## src/rtl/pic_pkg.sv

```systemverilog
/*
 * Shared constants and types for the two-wire register controller.
 * Assumes a 100 MHz system clock; the serial clock is derived from it.
 */
`default_nettype none
package pic_pkg;
	localparam int unsigned CLK_PERIOD_NS = 10;
	// Quarter of a 100 kHz serial clock period
	localparam int unsigned T_QUARTER_NS = 2500;
	localparam int unsigned QTR_CYC = (T_QUARTER_NS + CLK_PERIOD_NS - 1) / CLK_PERIOD_NS;
	localparam logic [6:0] DEV_ADDR = 7'h7e;
	localparam logic DIR_READ = 1'b1;
	localparam logic DIR_WRITE = 1'b0;
	localparam logic [3:0] ACK_BIT_IDX = 4'h8;
	localparam logic [3:0] LAST_DATA_BIT = 4'h7;
	localparam logic [1:0] PH_LOW = 2'h0;
	localparam logic [1:0] PH_RISE = 2'h1;
	localparam logic [1:0] PH_SAMPLE = 2'h2;
	localparam logic [1:0] PH_LAST = 2'h3;
	localparam logic LINE_IDLE = 1'b1;

	typedef enum logic [2:0] {ST_IDLE, ST_START, ST_BIT, ST_RSTART, ST_STOP} pic_state_t;
	typedef enum logic [2:0] {ROLE_ADDR_W, ROLE_REG, ROLE_WDATA, ROLE_ADDR_R, ROLE_RDATA} pic_role_t;
endpackage
`default_nettype wire

```

## src/rtl/pic_master.sv

```systemverilog
/*
 * Two-wire bus master that reads and writes the byte registers of a
 * power-management device. Assumes open-drain pads with pull-ups outside;
 * the serial clock is made here by a divider of clk_i.
 */
`timescale 1ns/1ps
`default_nettype none
// Operation
// Data stable while clock high
// Device aborts on data change mid-high
// Eight bits, MSB first, then acknowledge
// Device detects start and stop edges
// Only master makes start and stop
// Repeated start begins fresh address byte
// Transmitter releases data on ninth clock
// Receiver holds data low for acknowledge
// Master leaves data high after last
// Device answers only address 1111110
// Eighth bit: one read, zero write
// Device ignores transaction on address mismatch
// Write sends register address then data
// Device pointer increments per written byte
// Master ends write with stop
// Read: address write, repeated start, read
// Master acknowledge advances read pointer
// Read ends with not-acknowledge then stop
// Device sees bus busy start to stop
// Device never drives clock line
// Device synchronises both lines; the device model reads both lines raw, and pic_master synchronises only sda_i
module pic_master
	import pic_pkg::*;
#(
	parameter int unsigned QTR_CYCLES = QTR_CYC,
	parameter logic [6:0] SLAVE_ADDR = DEV_ADDR
)
(
	input wire logic clk_i,
	input wire logic arst_n_i,
	input wire logic cmd_valid_i,
	input wire logic cmd_write_i,
	input wire logic [7:0] cmd_reg_i,
	input wire logic [7:0] cmd_len_i,
	output logic cmd_ready_o,
	input wire logic [7:0] wr_data_i,
	input wire logic wr_valid_i,
	output logic wr_ready_o,
	output logic [7:0] rd_data_o,
	output logic rd_valid_o,
	output logic done_o,
	output logic err_o,
	output logic busy_o,
	input wire logic sda_i,
	output logic sda_o,
	output logic sda_oe_o,
	output logic scl_o,
	output logic scl_oe_o
);
	localparam int QW = $clog2(QTR_CYCLES + 1);
	localparam logic [QW-1:0] QTR_LAST = QW'(QTR_CYCLES - 1);

	pic_state_t state_reg;
	pic_role_t role_reg;
	logic [QW-1:0] qtr_reg;
	logic [1:0] phase_reg;
	logic [3:0] bit_reg;
	logic [7:0] tx_reg;
	logic [7:0] rx_reg;
	logic [7:0] left_reg;
	logic [7:0] reg_addr_reg;
	logic wr_mode_reg;
	logic need_wr_reg;
	logic first_reg;
	logic ack_lo_reg;
	logic abort_reg;
	logic cmd_ready_reg;
	logic rd_valid_reg;
	logic [7:0] rd_data_reg;
	logic done_reg;
	logic busy_reg;
	logic sda_oe_reg;
	logic scl_oe_reg;
	logic sda_s;
	logic tick;
	logic step;
	logic byte_end;
	logic rx_role;
	logic sda_oe_next;
	logic scl_oe_next;

	pic_sync u_sda_sync (
		.clk_i(clk_i),
		.arst_n_i(arst_n_i),
		.async_i(sda_i),
		.sync_o(sda_s)
	);

	assign tick = (state_reg != ST_IDLE) && !need_wr_reg && (qtr_reg == QTR_LAST);
	assign step = tick && (phase_reg == PH_LAST);
	assign byte_end = step && (state_reg == ST_BIT) && (bit_reg == ACK_BIT_IDX);
	assign rx_role = (role_reg == ROLE_RDATA);

	// Line levels per state and quarter
	always_comb
	begin
		scl_oe_next = 1'b0;
		sda_oe_next = 1'b0;
		case (state_reg)
			ST_START:
			begin
				// falling data while clock high
				scl_oe_next = (phase_reg == PH_LAST);
				sda_oe_next = (phase_reg != PH_LOW);
			end
			ST_RSTART:
			begin
				// fresh start without a stop
				scl_oe_next = (phase_reg == PH_LOW) || (phase_reg == PH_LAST);
				sda_oe_next = (phase_reg == PH_SAMPLE) || (phase_reg == PH_LAST);
			end
			ST_BIT:
			begin
				// data changes only in the low quarter
				scl_oe_next = (phase_reg == PH_LOW) || (phase_reg == PH_LAST);
				if (bit_reg == ACK_BIT_IDX)
					// ack slot drive or release
					sda_oe_next = rx_role && (left_reg > 8'h01);
				else
					// most significant bit first
					sda_oe_next = !rx_role && !tx_reg[3'h7 - bit_reg[2:0]];
			end
			ST_STOP:
			begin
				// rising data while clock high
				scl_oe_next = (phase_reg == PH_LOW);
				sda_oe_next = (phase_reg == PH_LOW) || (phase_reg == PH_RISE);
			end
			default:
			begin
				scl_oe_next = 1'b0;
				sda_oe_next = 1'b0;
			end
		endcase
	end

	always_ff @(posedge clk_i or negedge arst_n_i)
	begin
		if (!arst_n_i)
		begin
			scl_oe_reg <= 1'b0;
			sda_oe_reg <= 1'b0;
		end
		else
		begin
			scl_oe_reg <= scl_oe_next;
			sda_oe_reg <= sda_oe_next;
		end
	end

	// Quarter-period divider; frozen while waiting for write data
	always_ff @(posedge clk_i or negedge arst_n_i)
	begin
		if (!arst_n_i)
			qtr_reg <= '0;
		else if ((state_reg == ST_IDLE) || need_wr_reg || tick)
			qtr_reg <= '0;
		else
			qtr_reg <= qtr_reg + 1'b1;
	end

	// Sampling while the clock is high
	always_ff @(posedge clk_i or negedge arst_n_i)
	begin
		if (!arst_n_i)
		begin
			first_reg <= 1'b1;
			ack_lo_reg <= 1'b0;
			rx_reg <= '0;
		end
		else if (tick && (state_reg == ST_BIT))
		begin
			if (phase_reg == PH_RISE)
				first_reg <= sda_s;
			else if (phase_reg == PH_SAMPLE)
			begin
				if (bit_reg == ACK_BIT_IDX)
					ack_lo_reg <= !sda_s;
				else
					rx_reg <= {rx_reg[6:0], sda_s};
			end
		end
	end

	// Main sequencer
	always_ff @(posedge clk_i or negedge arst_n_i)
	begin
		if (!arst_n_i)
		begin
			state_reg <= ST_IDLE;
			role_reg <= ROLE_ADDR_W;
			phase_reg <= PH_LOW;
			bit_reg <= '0;
			tx_reg <= '0;
			left_reg <= '0;
			reg_addr_reg <= '0;
			wr_mode_reg <= 1'b0;
			need_wr_reg <= 1'b0;
			abort_reg <= 1'b0;
			cmd_ready_reg <= 1'b0;
			busy_reg <= 1'b0;
			done_reg <= 1'b0;
			rd_valid_reg <= 1'b0;
			rd_data_reg <= '0;
		end
		else
		begin
			done_reg <= 1'b0;
			rd_valid_reg <= 1'b0;
			if (tick)
				phase_reg <= phase_reg + 2'h1;
			if (need_wr_reg && wr_valid_i)
			begin
				tx_reg <= wr_data_i;
				need_wr_reg <= 1'b0;
			end
			// Line disturbed while clock high: go to stop after the byte's acknowledge slot
			if (tick && (state_reg == ST_BIT) && (phase_reg == PH_SAMPLE))
			begin
				if ((bit_reg == ACK_BIT_IDX) != rx_role)
				begin
					if (sda_s != first_reg)
						abort_reg <= 1'b1;
				end
				else if (!sda_oe_reg && !sda_s)
					abort_reg <= 1'b1;
			end
			case (state_reg)
				ST_IDLE:
				begin
					cmd_ready_reg <= 1'b1;
					phase_reg <= PH_LOW;
					if (cmd_valid_i && cmd_ready_reg)
					begin
						cmd_ready_reg <= 1'b0;
						busy_reg <= 1'b1;
						abort_reg <= 1'b0;
						wr_mode_reg <= cmd_write_i;
						reg_addr_reg <= cmd_reg_i;
						left_reg <= (cmd_len_i == 8'h00) ? 8'h01 : cmd_len_i;
						state_reg <= ST_START;
					end
				end
				ST_START:
				begin
					if (step)
					begin
						// address with direction zero first
						state_reg <= ST_BIT;
						role_reg <= ROLE_ADDR_W;
						tx_reg <= {SLAVE_ADDR, DIR_WRITE};
						bit_reg <= '0;
					end
				end
				ST_RSTART:
				begin
					if (step)
					begin
						// address resent with direction one
						state_reg <= ST_BIT;
						role_reg <= ROLE_ADDR_R;
						tx_reg <= {SLAVE_ADDR, DIR_READ};
						bit_reg <= '0;
					end
				end
				ST_STOP:
				begin
					if (step)
					begin
						state_reg <= ST_IDLE;
						busy_reg <= 1'b0;
						done_reg <= 1'b1;
					end
				end
				ST_BIT:
				begin
					if (step && (bit_reg != ACK_BIT_IDX))
					begin
						bit_reg <= bit_reg + 4'h1;
						if (rx_role && (bit_reg == LAST_DATA_BIT))
						begin
							rd_data_reg <= rx_reg;
							rd_valid_reg <= 1'b1;
						end
					end
					else if (step)
					begin
						bit_reg <= '0;
						if (abort_reg || (!rx_role && !ack_lo_reg))
						begin
							abort_reg <= 1'b1;
							state_reg <= ST_STOP;
						end
						else
						begin
							case (role_reg)
								ROLE_ADDR_W:
								begin
									// register address follows
									role_reg <= ROLE_REG;
									tx_reg <= reg_addr_reg;
								end
								ROLE_REG:
								begin
									if (wr_mode_reg)
									begin
										role_reg <= ROLE_WDATA;
										need_wr_reg <= 1'b1;
									end
									else
										// repeated start for read
										state_reg <= ST_RSTART;
								end
								ROLE_WDATA:
								begin
									if (left_reg > 8'h01)
									begin
										left_reg <= left_reg - 8'h01;
										need_wr_reg <= 1'b1;
									end
									else
										// stop after last data byte
										state_reg <= ST_STOP;
								end
								ROLE_ADDR_R:
									role_reg <= ROLE_RDATA;
								default:
								begin
									if (left_reg > 8'h01)
										left_reg <= left_reg - 8'h01;
									else
										// not-acknowledge then stop
										state_reg <= ST_STOP;
								end
							endcase
						end
					end
				end
				default:
					state_reg <= ST_IDLE;
			endcase
		end
	end

	assign cmd_ready_o = cmd_ready_reg;
	assign wr_ready_o = need_wr_reg;
	assign rd_data_o = rd_data_reg;
	assign rd_valid_o = rd_valid_reg;
	assign done_o = done_reg;
	assign err_o = abort_reg;
	assign busy_o = busy_reg;
	assign sda_o = 1'b0;
	assign scl_o = 1'b0;
	assign sda_oe_o = sda_oe_reg;
	assign scl_oe_o = scl_oe_reg;
endmodule
`default_nettype wire

```

## src/rtl/pic_sync.sv

```systemverilog
/*
 * Three-stage input synchroniser with agreement filter.
 * Assumes an asynchronous input that idles at the reset level.
 */
`timescale 1ns/1ps
`default_nettype none
module pic_sync
	import pic_pkg::*;
(
	input wire logic clk_i,
	input wire logic arst_n_i,
	input wire logic async_i,
	output logic sync_o
);
	logic s1_reg;
	logic s2_reg;
	logic s3_reg;
	logic sync_reg;

	// First stage feeds only the second
	always_ff @(posedge clk_i or negedge arst_n_i)
	begin
		if (!arst_n_i)
		begin
			s1_reg <= LINE_IDLE;
			s2_reg <= LINE_IDLE;
			s3_reg <= LINE_IDLE;
		end
		else
		begin
			s1_reg <= async_i;
			s2_reg <= s1_reg;
			s3_reg <= s2_reg;
		end
	end

	// Change accepted once second and third agree
	always_ff @(posedge clk_i or negedge arst_n_i)
	begin
		if (!arst_n_i)
			sync_reg <= LINE_IDLE;
		else if (s2_reg == s3_reg)
			sync_reg <= s3_reg;
	end

	assign sync_o = sync_reg;
endmodule
`default_nettype wire

```

## config.mk

```make
export PLATFORM = sky130hd
export DESIGN_NAME = pic_master
export DESIGN_NICKNAME = d
export VERILOG_FILES = /design/src/rtl/pic_pkg.sv /design/src/rtl/pic_master.sv /design/src/rtl/pic_sync.sv
export SDC_FILE = /design/constraint.sdc
export NUM_CORES = 1
export LEC_CHECK = 0
export BUFFER_PORTS_ARGS = -buffer_cell sky130_fd_sc_hd__buf_4
export CORE_MARGIN = 10
export CORE_UTILIZATION = 53
export CTS_CLUSTER_DIAMETER = 30
export DETAILED_ROUTE_END_ITERATION = 6
export PLACE_DENSITY = 0.77
export SKIP_CTS_REPAIR_TIMING = 1
export SLEW_MARGIN = 20
export SYNTH_ARGS = -nofsm -noshare
export SYNTH_HDL_FRONTEND = slang
export SYNTH_SLANG_ARGS = --single-unit
```

## constraint.sdc

```tcl
create_clock -name clk_i -period 2.3 [get_ports clk_i]
set_input_delay 0.46 -clock clk_i [delete_from_list [all_inputs] [get_ports clk_i]]
set_output_delay 0.46 -clock clk_i [all_outputs]
set_load 0.01 [all_outputs]
```

# ---- Word level (Yosys, flattened, before mapping)
# Index checks and enable logic that the tools add are counted.
dict set report word_totals {
  register_bits 75
  inputBits 30
  output_inout_bits 18
}
dict set report classes {
  addsub 5
  n_lt_le_gt_ge 2
  eq_ne 33
  muxes 70
  bitwise 2
  reduce_logical 49
}
# operator n
set ops {}
lappend ops {{2-to-1 mux 8 bit} 15}
lappend ops {{2-to-1 mux 3 bit} 13}
lappend ops {{2-to-1 mux 1 bit} 25}
lappend ops {{one-hot mux 8 bit (3 select lines)} 1}
lappend ops {{one-hot mux 3 bit (3 select lines)} 2}
lappend ops {{one-hot mux 8 bit (2 select lines)} 1}
lappend ops {{AND reduction 8 bit} 2}
lappend ops {{inequality test 2 bit (second input constant)} 7}
lappend ops {{logical AND 1 bit} 13}
lappend ops {{== test 3 x 2 -> 1 bit (second input constant)} 4}
lappend ops {{one-hot mux 3 bit (4 select lines)} 1}
lappend ops {{nonzero test 2 bit} 5}
lappend ops {{adder 8 x 1 -> 8 bit (second input constant)} 1}
lappend ops {{== test 8 bit (second input constant)} 1}
lappend ops {{> comparator 8 x 1 -> 1 bit (second input constant)} 1}
lappend ops {{zero test 8 bit} 1}
lappend ops {{2-to-1 mux 4 bit} 2}
lappend ops {{inequality test 4 bit (second input constant)} 2}
lappend ops {{one-hot mux 4 bit (2 select lines)} 1}
lappend ops {{AND reduction 4 bit} 2}
lappend ops {{subtractor 8 x 1 -> 8 bit (second input constant)} 1}
lappend ops {{AND reduction 7 bit} 1}
lappend ops {{== test 3 x 1 -> 1 bit (second input constant)} 2}
lappend ops {{== test 3 bit (second input constant)} 2}
lappend ops {{other kinds (31)} 55}

# ---- Logic depth before layout (Yosys ltp)
# Gate-level depths: netlist of the first run.
dict set report logic_depth {
  ltp_word 10
  depth_mapped 9
}

# ---- Hierarchy
# From an unflattened synthesis of the first run, not the netlist that was laid out.
dict set report unflattened {
  hier_cells 375
  hier_area_um2 3863.7
}
# mod n_inst cells_each area_per_inst_um2 seq_area_each_um2
set by_module_without_submodules {}
lappend by_module_without_submodules {pic_master 1 370 3747.3 1778.0}
lappend by_module_without_submodules {pic_sync 1 5 116.4 105.1}

# ---- Worst setup path after synthesis of the first run
# Ideal clock, no wire load.
dict set report synth_path {
  kind {flip-flop to flip-flop}
  start {reg bit_reg[0]}
  end {reg role_reg[2]}
  arrival_ps 2177
  required_ps 2175
  slack_ps -2
  stages_incl_launch_ff 9
  path_cell_list {dfrtp_1 > inv_1 > ha_1 > and3b_1 > clkbuf_1 > nor4_1 > a21oi_1 > or4b_4 > mux2_4}
}
dict set report synth_via {
  elab_chain_len 4
}
# item line
set synth_lines {}
lappend synth_lines {{start, declared} pic_master.sv:65} ;# logic [3:0] bit_reg;
lappend synth_lines {{start signal, assigned} pic_master.sv:287} ;# bit_reg <= bit_reg + 4'h1;
lappend synth_lines {{inequality test 4 bit} pic_master.sv:285} ;# if (step && (bit_reg != ACK_BIT_IDX))
lappend synth_lines {{logical AND 1 bit} pic_master.sv:285}
lappend synth_lines {{inequality test 2 bit (no line)} --}
lappend synth_lines {{AND reduction 8 bit (no line)} --}
lappend synth_lines {{end signal, assigned} pic_master.sv:269} ;# role_reg <= ROLE_ADDR_R;
lappend synth_lines {{end signal, assigned} pic_master.sv:308} ;# role_reg <= ROLE_REG;
lappend synth_lines {{end signal, assigned} pic_master.sv:315} ;# role_reg <= ROLE_WDATA;
lappend synth_lines {{end, declared} pic_master.sv:62} ;# pic_role_t role_reg;
# No other way between the ends.
# A chain may end at the register's enable or synchronous reset.

# ---- Worst setup path after layout of the first run
dict set report layout_path {
  start {reg qtr_reg[1]}
  end {reg role_reg[2]}
}
dict set report layout_via {
  elab_chain_len 6
  word_cells_on_any_way 9
  classes_between {eq/ne: 5; reduce/logical: 4}
}
# item line
set layout_lines {}
lappend layout_lines {{start, declared} pic_master.sv:63} ;# logic [QW-1:0] qtr_reg;
lappend layout_lines {{start signal, assigned} pic_master.sv:167} ;# qtr_reg <= qtr_reg + 1'b1;
lappend layout_lines {{== test 8 bit (*)} pic_master.sv:97} ;# assign tick = (state_reg != ST_IDLE) && !need_wr_reg && (qtr_reg == QTR_LAST);
lappend layout_lines {{logical AND 1 bit (*)} pic_master.sv:97}
lappend layout_lines {{logical AND 1 bit (*)} pic_master.sv:98} ;# assign step = tick && (phase_reg == PH_LAST);
lappend layout_lines {{logical AND 1 bit} pic_master.sv:285}
lappend layout_lines {{inequality test 2 bit (no line)} --}
lappend layout_lines {{AND reduction 8 bit (no line) (*)} --}
# Every way passes the cells marked *; elsewhere a longest branch is shown, timed or not.

==> results of run 1 <==
-- metal layers --
layer,track usage,share of wire,wire length [um]
met5,0,0,0
met4,0.0638,0.013,114
met3,0.0580,0.065,584
met2,0.264,0.48,4320
met1,0.205,0.44,3980
-- cells by family (layout without fill, tap and decap cells) --
kind of cell / after synthesis / after routing
DFF: 75 / 75
adders and majority gates: 11 / 11
xor gates and xnor gates: 10 / 10
and+or+nand+nor: 116 / 116
other: 1 / 2
buffers and inverters: 35 / 110
AOI/OAI and AO/OA: 86 / 86
muxes: 46 / 46
-- power groups by stage --
| stage | Combinational, mW | Sequential (mW) | Clock (mW) |
|---|---|---|---|
| global route | 0.347 | 1.50 | 1.08 |
| global placement | 0.292 | 1.51 | 0 |
| finish | 0.305 | 1.49 | 1.00 |
| detailed placement | 0.305 | 1.51 | 0 |
| floorplan | 0.180 | 1.50 | 0 |
| CTS | 0.309 | 1.49 | 1.03 |
-- worst register-to-register path: cells and delay by family, from the launching register on --
kind | cells | cell delay [ns]
and+or+nand+nor | 3 | 1.12
muxes | 1 | 0.31
buffers and inverters | 1 | 0.06
DFF | 1 | 0.40
adders and majority gates | 1 | 0.20
-- Yosys cell counts, types with 2 or more instances --
cell type | number | area share
sky130_fd_sc_hd__xnor2_1 | 7 | 0.015
sky130_fd_sc_hd__ha_1 | 10 | 0.032
sky130_fd_sc_hd__nor3_1 | 10 | 0.013
sky130_fd_sc_hd__nor2_1 | 34 | 0.032
sky130_fd_sc_hd__buf_4 | 2 | 0.0038
sky130_fd_sc_hd__nor4_1 | 4 | 0.0063
sky130_fd_sc_hd__nand2b_1 | 4 | 0.0063
sky130_fd_sc_hd__o211ai_1 | 2 | 0.0038
sky130_fd_sc_hd__o31ai_1 | 4 | 0.0076
sky130_fd_sc_hd__a31oi_1 | 6 | 0.0095
sky130_fd_sc_hd__mux2i_1 | 12 | 0.030
sky130_fd_sc_hd__o21bai_1 | 3 | 0.0057
sky130_fd_sc_hd__a31o_2 | 2 | 0.0044
sky130_fd_sc_hd__inv_1 | 18 | 0.017
sky130_fd_sc_hd__nor3b_1 | 2 | 0.0038
sky130_fd_sc_hd__o22ai_1 | 8 | 0.013
sky130_fd_sc_hd__nand2_1 | 21 | 0.020
sky130_fd_sc_hd__a22oi_1 | 2 | 0.0038
sky130_fd_sc_hd__dfrtp_1 | 70 | 0.44
sky130_fd_sc_hd__buf_2 | 2 | 0.0025
sky130_fd_sc_hd__xor2_1 | 3 | 0.0066
sky130_fd_sc_hd__mux4_2 | 2 | 0.011
sky130_fd_sc_hd__dfstp_2 | 5 | 0.033
sky130_fd_sc_hd__a21boi_0 | 4 | 0.0076
sky130_fd_sc_hd__or3_1 | 4 | 0.0063
sky130_fd_sc_hd__nand4_1 | 3 | 0.0047
sky130_fd_sc_hd__mux2_2 | 31 | 0.088
sky130_fd_sc_hd__and3_1 | 2 | 0.0032
sky130_fd_sc_hd__clkbuf_1 | 12 | 0.011
sky130_fd_sc_hd__o21a_1 | 3 | 0.0057
sky130_fd_sc_hd__a2bb2oi_1 | 3 | 0.0066
sky130_fd_sc_hd__nand3_1 | 12 | 0.015
sky130_fd_sc_hd__nor2b_1 | 5 | 0.0079
sky130_fd_sc_hd__o21ai_0 | 24 | 0.030
sky130_fd_sc_hd__a21oi_1 | 18 | 0.023
-- how the worst max path moves through the flow --
stage,slack (ns),end,depth (start not counted),start
6_report,0.08,role_reg[2]$_DFFE_PN0P_,6,qtr_reg[1]$_DFF_PN0_
3_5_place_dp,0.002,role_reg[2]$_DFFE_PN0P_,5,phase_reg[0]$_DFFE_PN0P_
5_1_grt,0.005,state_reg[0]$_DFFE_PN0P_,9,qtr_reg[1]$_DFF_PN0_
3_3_place_gp,0.08,role_reg[2]$_DFFE_PN0P_,5,phase_reg[0]$_DFFE_PN0P_
2_1_floorplan,0.06,role_reg[2]$_DFFE_PN0P_,7,qtr_reg[1]$_DFF_PN0_
4_1_cts,-0.03,role_reg[2]$_DFFE_PN0P_,5,phase_reg[0]$_DFFE_PN0P_
-- stage by stage --
step	setup TNS, ns	power, mW	hold WS, ns	utilization	instance area [um^2]
6_report	0	2.80	0.0316	0.662	4800
4_1_cts	-0.0254	2.83	0.0325	0.661	4790
3_5_place_dp	0	1.82	0.350	0.634	4600
2_1_floorplan	0	1.68	0.164	-	3980
5_1_grt	0	2.93	0.0359	0.662	4800
3_3_place_gp	0	1.80	0.347	0.634	4600
-- area by class of cell --
| type | instances | share of cell area |
|---|---|---|
| clock inverters | 6 | 0.0138 |
| inverters | 18 | 0.0141 |
| flip-flops and latches | 75 | 0.392 |
| multi-input cells | 271 | 0.409 |
| clock buffers | 10 | 0.0266 |
| well taps | 99 | 0.0258 |
| repair buffers | 76 | 0.119 |
==> out/results.md, run 1 <==
| Result | This run |
| --- | --- |
| Max transition margin | 0.619 |
| Mux contribution to synthesized area | 0.133 |
| Register cell area after layout | 1880 um^2 |
| Cell area after technology mapping | 3970 um^2 |
| Number of enable flip-flop cells after synthesis | 0 |
| Worst-path cell with the longest stage delay | sky130_fd_sc_hd__or4b_4 |
| Worst setup slack before clock tree synthesis | 0.00173 ns |
| Buffer depth of the longest clock path | 2 |
| Final Instance Count excl. Fillers | 555 |
| Post-DRT Antenna Nets | 0 |
| Share of the synthesized area in compound gates (AO/OA/AOI/OAI) | 0.136 |
| Placer congestion estimate | 0.909 |
| Most common library cell in the layout ignoring fill and taps | sky130_fd_sc_hd__buf_4 |
| Final period util | 0.964 |
| Combinational fraction of design power | 0.109 |
| Full die area | 11300 um^2 |
| Filler cell count in the final layout | 582 |
| Crit path setup slack, layout | 0.0818 ns |
| Leakage component of the power | 2.24 nW |
| CTS tree | yes |
| Total global routing track utilization | 0.167 |
| Ant. Diodes | 0 |
| Average routed wire per standard cell | 16.2 um |
| Maximum number of pins on one net before global-route repair | 33 |
| Dominant delay contributor by cell family on the critical path | simple AND/OR/NAND/NOR gates |
| Worst hold path type | primary input to asynchronous set/reset pin |
| Worst voltage drop across the vdd grid | 0.000364 V |
| Number of cells traversed by the worst register-to-register path | 6 |
| Number of max-slew violations in the final report | 0 |
| Setup-violating endpoint count in the final report | 0 |
| Register bit total from synthesis | 75 |
| Std-Cell Core Area | 7250 um^2 |
| Bufs and invs on worst path | 1 |
| Layout net count | 491 |
| Worst-skew pair later-pin latency | 0.36 ns |
| Slew at the pin closest to its max-slew limit | 0.571 ns |
| Switching fraction of total power | 0.264 |
| Worst setup SP type | flip-flop |
| Ys Warns | 0 |
| Wirelength, routed | 9010 um |
| Overall die height | 107 um |
| Placed wire-length estimate after detailed placement | 6810 um |
| Min Tclk post-route | 2.22 ns |
| CTS clk-pin slew, worst paths | 0.08 ns |
| Adder-cell share of the synthesized area | 0.0341 |
| Area Overhead vs Synth | 21.1% |
| Number of distinct standard cells referenced by the synthesized netlist | 61 |
| Post-synth top flop | sky130_fd_sc_hd__dfrtp_1 |
| Proportion of synthesized flip-flops having asynchronous set or reset | 1.00 |
| Number of buffers created by CTS | 9 |
| Starting density of the core | 0.547 |
| Die span in x | 107 um |
| Pre-Repair DR Iteration Count | 5 |
| Worst Path Arrival | 2.46 ns |
| Number of antenna violations at the first check in global routing | 0 |
| Outcome | finished clean |
| Post-synthesis cell count | 380 |
| Multi-input combinational cell area | 1970 um^2 |
| Max Clk Rate | 451 MHz |
| Most used cells in the layout excluding fill and tap cells | 76 x sky130_fd_sc_hd__buf_4, 70 x sky130_fd_sc_hd__dfrtp_1, 34 x sky130_fd_sc_hd__nor2_1 |
| Drc violations | 0 |
| First-pass GRT wire length | 15400 um |
| Number of max-cap violations | 0 |
| Slowest cell delay on critical path | 0.57 ns |
| Synthesized area per cell | 10.4 um^2 |
| Nature of the critical path endpoint | flip-flop |
| Max H-tree Level | 3 |
| P_int | 2.06 mW |
| Setup repair after global routing missed its margin | false |
| Xor and xnor area share after synthesis | 0.0221 |
| Detailed router's first-iteration violation count | 138 |
| Clock tree root buffer cell | sky130_fd_sc_hd__clkbuf_8 |
| R2R Setup Slk | 0.08 ns |
| Main combinational cell family by area after synthesis | simple AND/OR/NAND/NOR gates |
| Critical path start-end classification | flip-flop to flip-flop |
| Number of failing hold endpoints at the final stage | 0 |
| Via count | 3136 |
| Clk_skew | 0.0129 ns |
| Basic-gate share of the synthesized area counting and, or, nand and nor cells | 0.163 |
| Number of cell rows | 31 |
| Source of the worst register-to-register timing path | qtr_reg[1]$_DFF_PN0_ |
| Clock power frac | 0.359 |
| Count of boundary I/O pins | 48 |
| # placed instances | 539 |
| Seq/Total Area, Yosys | 0.475 |
| Proportion of layout cells with a drive suffix above 1 | 0.320 |
| Via/cell ratio | 5.65 |
| Largest driver fanout on the critical path | 4 |
| Total power divided by cell area | 583 nW/um^2 |
| List of cells traversed by the critical path | inv_1 -> ha_1 -> nand4bb_4 -> or3_4 -> or4b_4 -> mux2_4 |
| Clk sink count | 75 |
| Overflow after GRT | 0 |
| Crit Reg-Reg Endpoint | role_reg[2]$_DFFE_PN0P_ |
| Sequential Power Share | 0.532 |
| Vias in the first global route | 3220 |
| Power spent charging and discharging nets | 0.738 mW |
| Worst EP required | 2.54 ns |
| IO Port Bufs | 45 |
Note: power is estimated with default switching activity, not from simulation.
==> run 2, diff against run 1 <==
- CORE_UTILIZATION: 53 -> 50
- PLACE_DENSITY: 0.77 -> 0.73
- SYNTH_HIERARCHICAL: not set -> 1
==> run 2 against run 1 <==
Register-to-register slack gained 0.05 ns. Combinational power fell by 21%. Utilization down 2.7 points. Flip-flop and latch count did not move. Clock power hardly changed. First-iteration DRC count rose by 58%. Highest routed layer unchanged.
==> out/results.md, run 2 <==
| Result | This run |
| --- | --- |
| Total global routing track utilization | 0.155 |
| Switching fraction of total power | 0.253 |
| Share of the synthesized area in the top cell type | 0.453 |
| Final hold slack | 0.0892 ns |
| Via count | 3065 |
| Starting density of the core | 0.524 |
| Vias in the first global route | 3091 |
| Worst Path Arrival | 2.41 ns |
| Maximum number of pins on one net before global-route repair | 44 |
| Number of failing hold endpoints at the final stage | 0 |
| Cell area after technology mapping | 3860 um^2 |
| Main area contributors after synthesis | sky130_fd_sc_hd__dfrtp_1 45%, sky130_fd_sc_hd__mux2_2 5.2%, sky130_fd_sc_hd__dfstp_2 3.4%, sky130_fd_sc_hd__mux2i_1 3.4%, sky130_fd_sc_hd__nor2_1 3.3% |
| Number of antenna violations at the first check in global routing | 0 |
| Detailed router's first-iteration violation count | 218 |
| Proportion of synthesized flip-flops having asynchronous set or reset | 1.00 |
| Average routed wire per standard cell | 16.1 um |
| P_int | 2.03 mW |
| Overflow after GRT | 0 |
| Min Tclk post-route | 2.17 ns |
| Number of cell rows | 31 |
| Worst setup SP type | flip-flop |
| Number of enable flip-flop cells after synthesis | 0 |
| Largest driver fanout on the critical path | 8 |
| Wirelength, routed | 8790 um |
| Register bit total from synthesis | 75 |
| Leakage component of the power | 2.20 nW |
| Layout net count | 481 |
| Worst hold path type | primary input to asynchronous set/reset pin |
| Max Clk Rate | 460 MHz |
| Sequential Power Share | 0.545 |
| Final period util | 0.945 |
| Placement-stage cell area | 4440 um^2 |
| Combinational fraction of design power | 0.089 |
| Number of buffers created by CTS | 9 |
| Buffer depth of the longest clock path | 2 |
| Power spent charging and discharging nets | 0.689 mW |
| Placed wire-length estimate after detailed placement | 6570 um |
| Drc violations | 0 |
| Library cell with the largest summed area after synthesis | sky130_fd_sc_hd__dfrtp_1 |
| Worst voltage drop across the vdd grid | 0.000562 V |
| Setup-violating endpoint count in the final report | 0 |
| Worst-skew pair later-pin latency | 0.35 ns |
| Most common library cell in the layout ignoring fill and taps | sky130_fd_sc_hd__buf_4 |
| Number of max-slew violations in the final report | 0 |
| Sum Neg Setup Slack | 0 ns |
| Overall die height | 108 um |
| Post-DRT Antenna Nets | 0 |
| First-pass GRT wire length | 14700 um |
| Critical path start-end classification | flip-flop to flip-flop |
| Overall Power | 2.72 mW |
| Setup repair after global routing missed its margin | false |
| Count leader, synth | sky130_fd_sc_hd__dfrtp_1 |
| Clk_skew | 0.0141 ns |
| Clk sink count | 75 |
| Most frequent cells after synthesis | 70 x sky130_fd_sc_hd__dfrtp_1, 34 x sky130_fd_sc_hd__nor2_1, 30 x sky130_fd_sc_hd__nand2_1 |
| # placed instances | 527 |
| IO Port Bufs | 45 |
| Area Overhead vs Synth | 21.3% |
| Count of boundary I/O pins | 48 |
| Proportion of layout cells with a drive suffix above 1 | 0.288 |
| Nature of the critical path endpoint | flip-flop |
| Full die area | 11600 um^2 |
| Number of distinct standard cells referenced by the synthesized netlist | 57 |
| Synthesized area per cell | 10.3 um^2 |
| Die span in x | 108 um |
| Max transition margin | 0.648 |
| Post-synthesis cell count | 375 |
| Number of max-cap violations | 0 |
| Post-synth top flop | sky130_fd_sc_hd__dfrtp_1 |
| Via/cell ratio | 5.63 |
| Slew at the pin closest to its max-slew limit | 0.525 ns |
| Most used cells in the layout excluding fill and tap cells | 72 x sky130_fd_sc_hd__buf_4, 69 x sky130_fd_sc_hd__dfrtp_1, 34 x sky130_fd_sc_hd__nor2_1 |
| Clock tree root buffer cell | sky130_fd_sc_hd__clkbuf_8 |
| Seq/Total Area, Yosys | 0.487 |
| Max H-tree Level | 3 |
| Std-Cell Core Area | 7370 um^2 |
| Placer congestion estimate | 0.899 |
| Total power divided by cell area | 581 nW/um^2 |
| Pre-Repair DR Iteration Count | 5 |
| Outcome | finished clean |
| Final Instance Count excl. Fillers | 544 |
| CTS clk-pin slew, worst paths | 0.08 ns |
| Clock power frac | 0.366 |
| Ys Warns | 6 |
| CTS tree | yes |
| Final instance area | 4690 um^2 |
| Ant. Diodes | 0 |
| Worst EP required | 2.54 ns |
[run 2: routing by layer]
layer	GRT usage	part of all wire
met1	0.183	0.43
met2	0.250	0.48
met3	0.0671	0.084
met4	0.0487	0.011
met5	0	0
[run 2: kinds of logic (layout without fill, tap and decap cells)]
kind of cell	count (synthesis)	after routing	share of synthesized area
AO/OA/AOI/OAI	71	71	0.122
XOR/XNOR	8	8	0.0181
adder cells (fa/ha/maj)	11	11	0.0353
buffers and inverters	36	104	0.0389
flip-flops	75	75	0.487
multiplexers	43	43	0.127
other	1	2	0.000971
AND/OR/NAND/NOR	130	131	0.170
[run 2: power by group through the flow]
stage	Clock, mW	Sequential [mW]	Combinational [mW]
floorplan	0	1.49	0.152
global placement	0	1.50	0.235
detailed placement	0	1.51	0.245
CTS	1.02	1.48	0.247
global route	1.07	1.50	0.279
finish	0.997	1.48	0.242
[run 2: worst max-delay path, stage by stage, from the launching register on]
cell and delay, ns:
sky130_fd_sc_hd__dfrtp_1 0.45, sky130_fd_sc_hd__or3b_1 0.47, sky130_fd_sc_hd__a211oi_4 0.31, sky130_fd_sc_hd__buf_4 0.16
sky130_fd_sc_hd__a31oi_1 0.06, sky130_fd_sc_hd__or2_1 0.28, sky130_fd_sc_hd__mux2_1 0.33
[run 2: path summary, 6_finish.rpt]
kind	from	endpoint	slack (ns)	cells after the start
worst max register to register	role_reg[1]$_DFFE_PN0P_	role_reg[2]$_DFFE_PN0P_	0.13	6
worst min-delay path	arst_n_i	rd_data_o[2]$_DFFE_PN0P_	0.09	1
worst min register to register	u_sda_sync/s1_reg$_DFF_PN1_	u_sda_sync/s2_reg$_DFF_PN1_	0.36	0
worst max-delay path	role_reg[1]$_DFFE_PN0P_	role_reg[2]$_DFFE_PN0P_	0.13	6
max in group asynchronous	arst_n_i	phase_reg[1]$_DFFE_PN0P_	1.57	2
min in group clk_i	sda_i	u_sda_sync/s1_reg$_DFF_PN1_	0.22	1
[run 2: metrics by stage]
step	setup slack, ns	utilization
3_5_place_dp	-0.0379	0.602
2_1_floorplan	0.108	-
3_3_place_gp	0.0688	0.602
6_report	0.127	0.636
5_1_grt	0.0200	0.636
4_1_cts	-0.0710	0.628
[run 2: area by class of cell]
cell class | instances | area (um^2)
clock buffers | 10 | 128
clock inverters | 5 | 63.8
fillers | 610 | 2680
inverters | 17 | 63.8
multi-input cells | 266 | 1880
flip-flops and latches | 75 | 1880
well taps | 99 | 124
repair buffers | 72 | 541
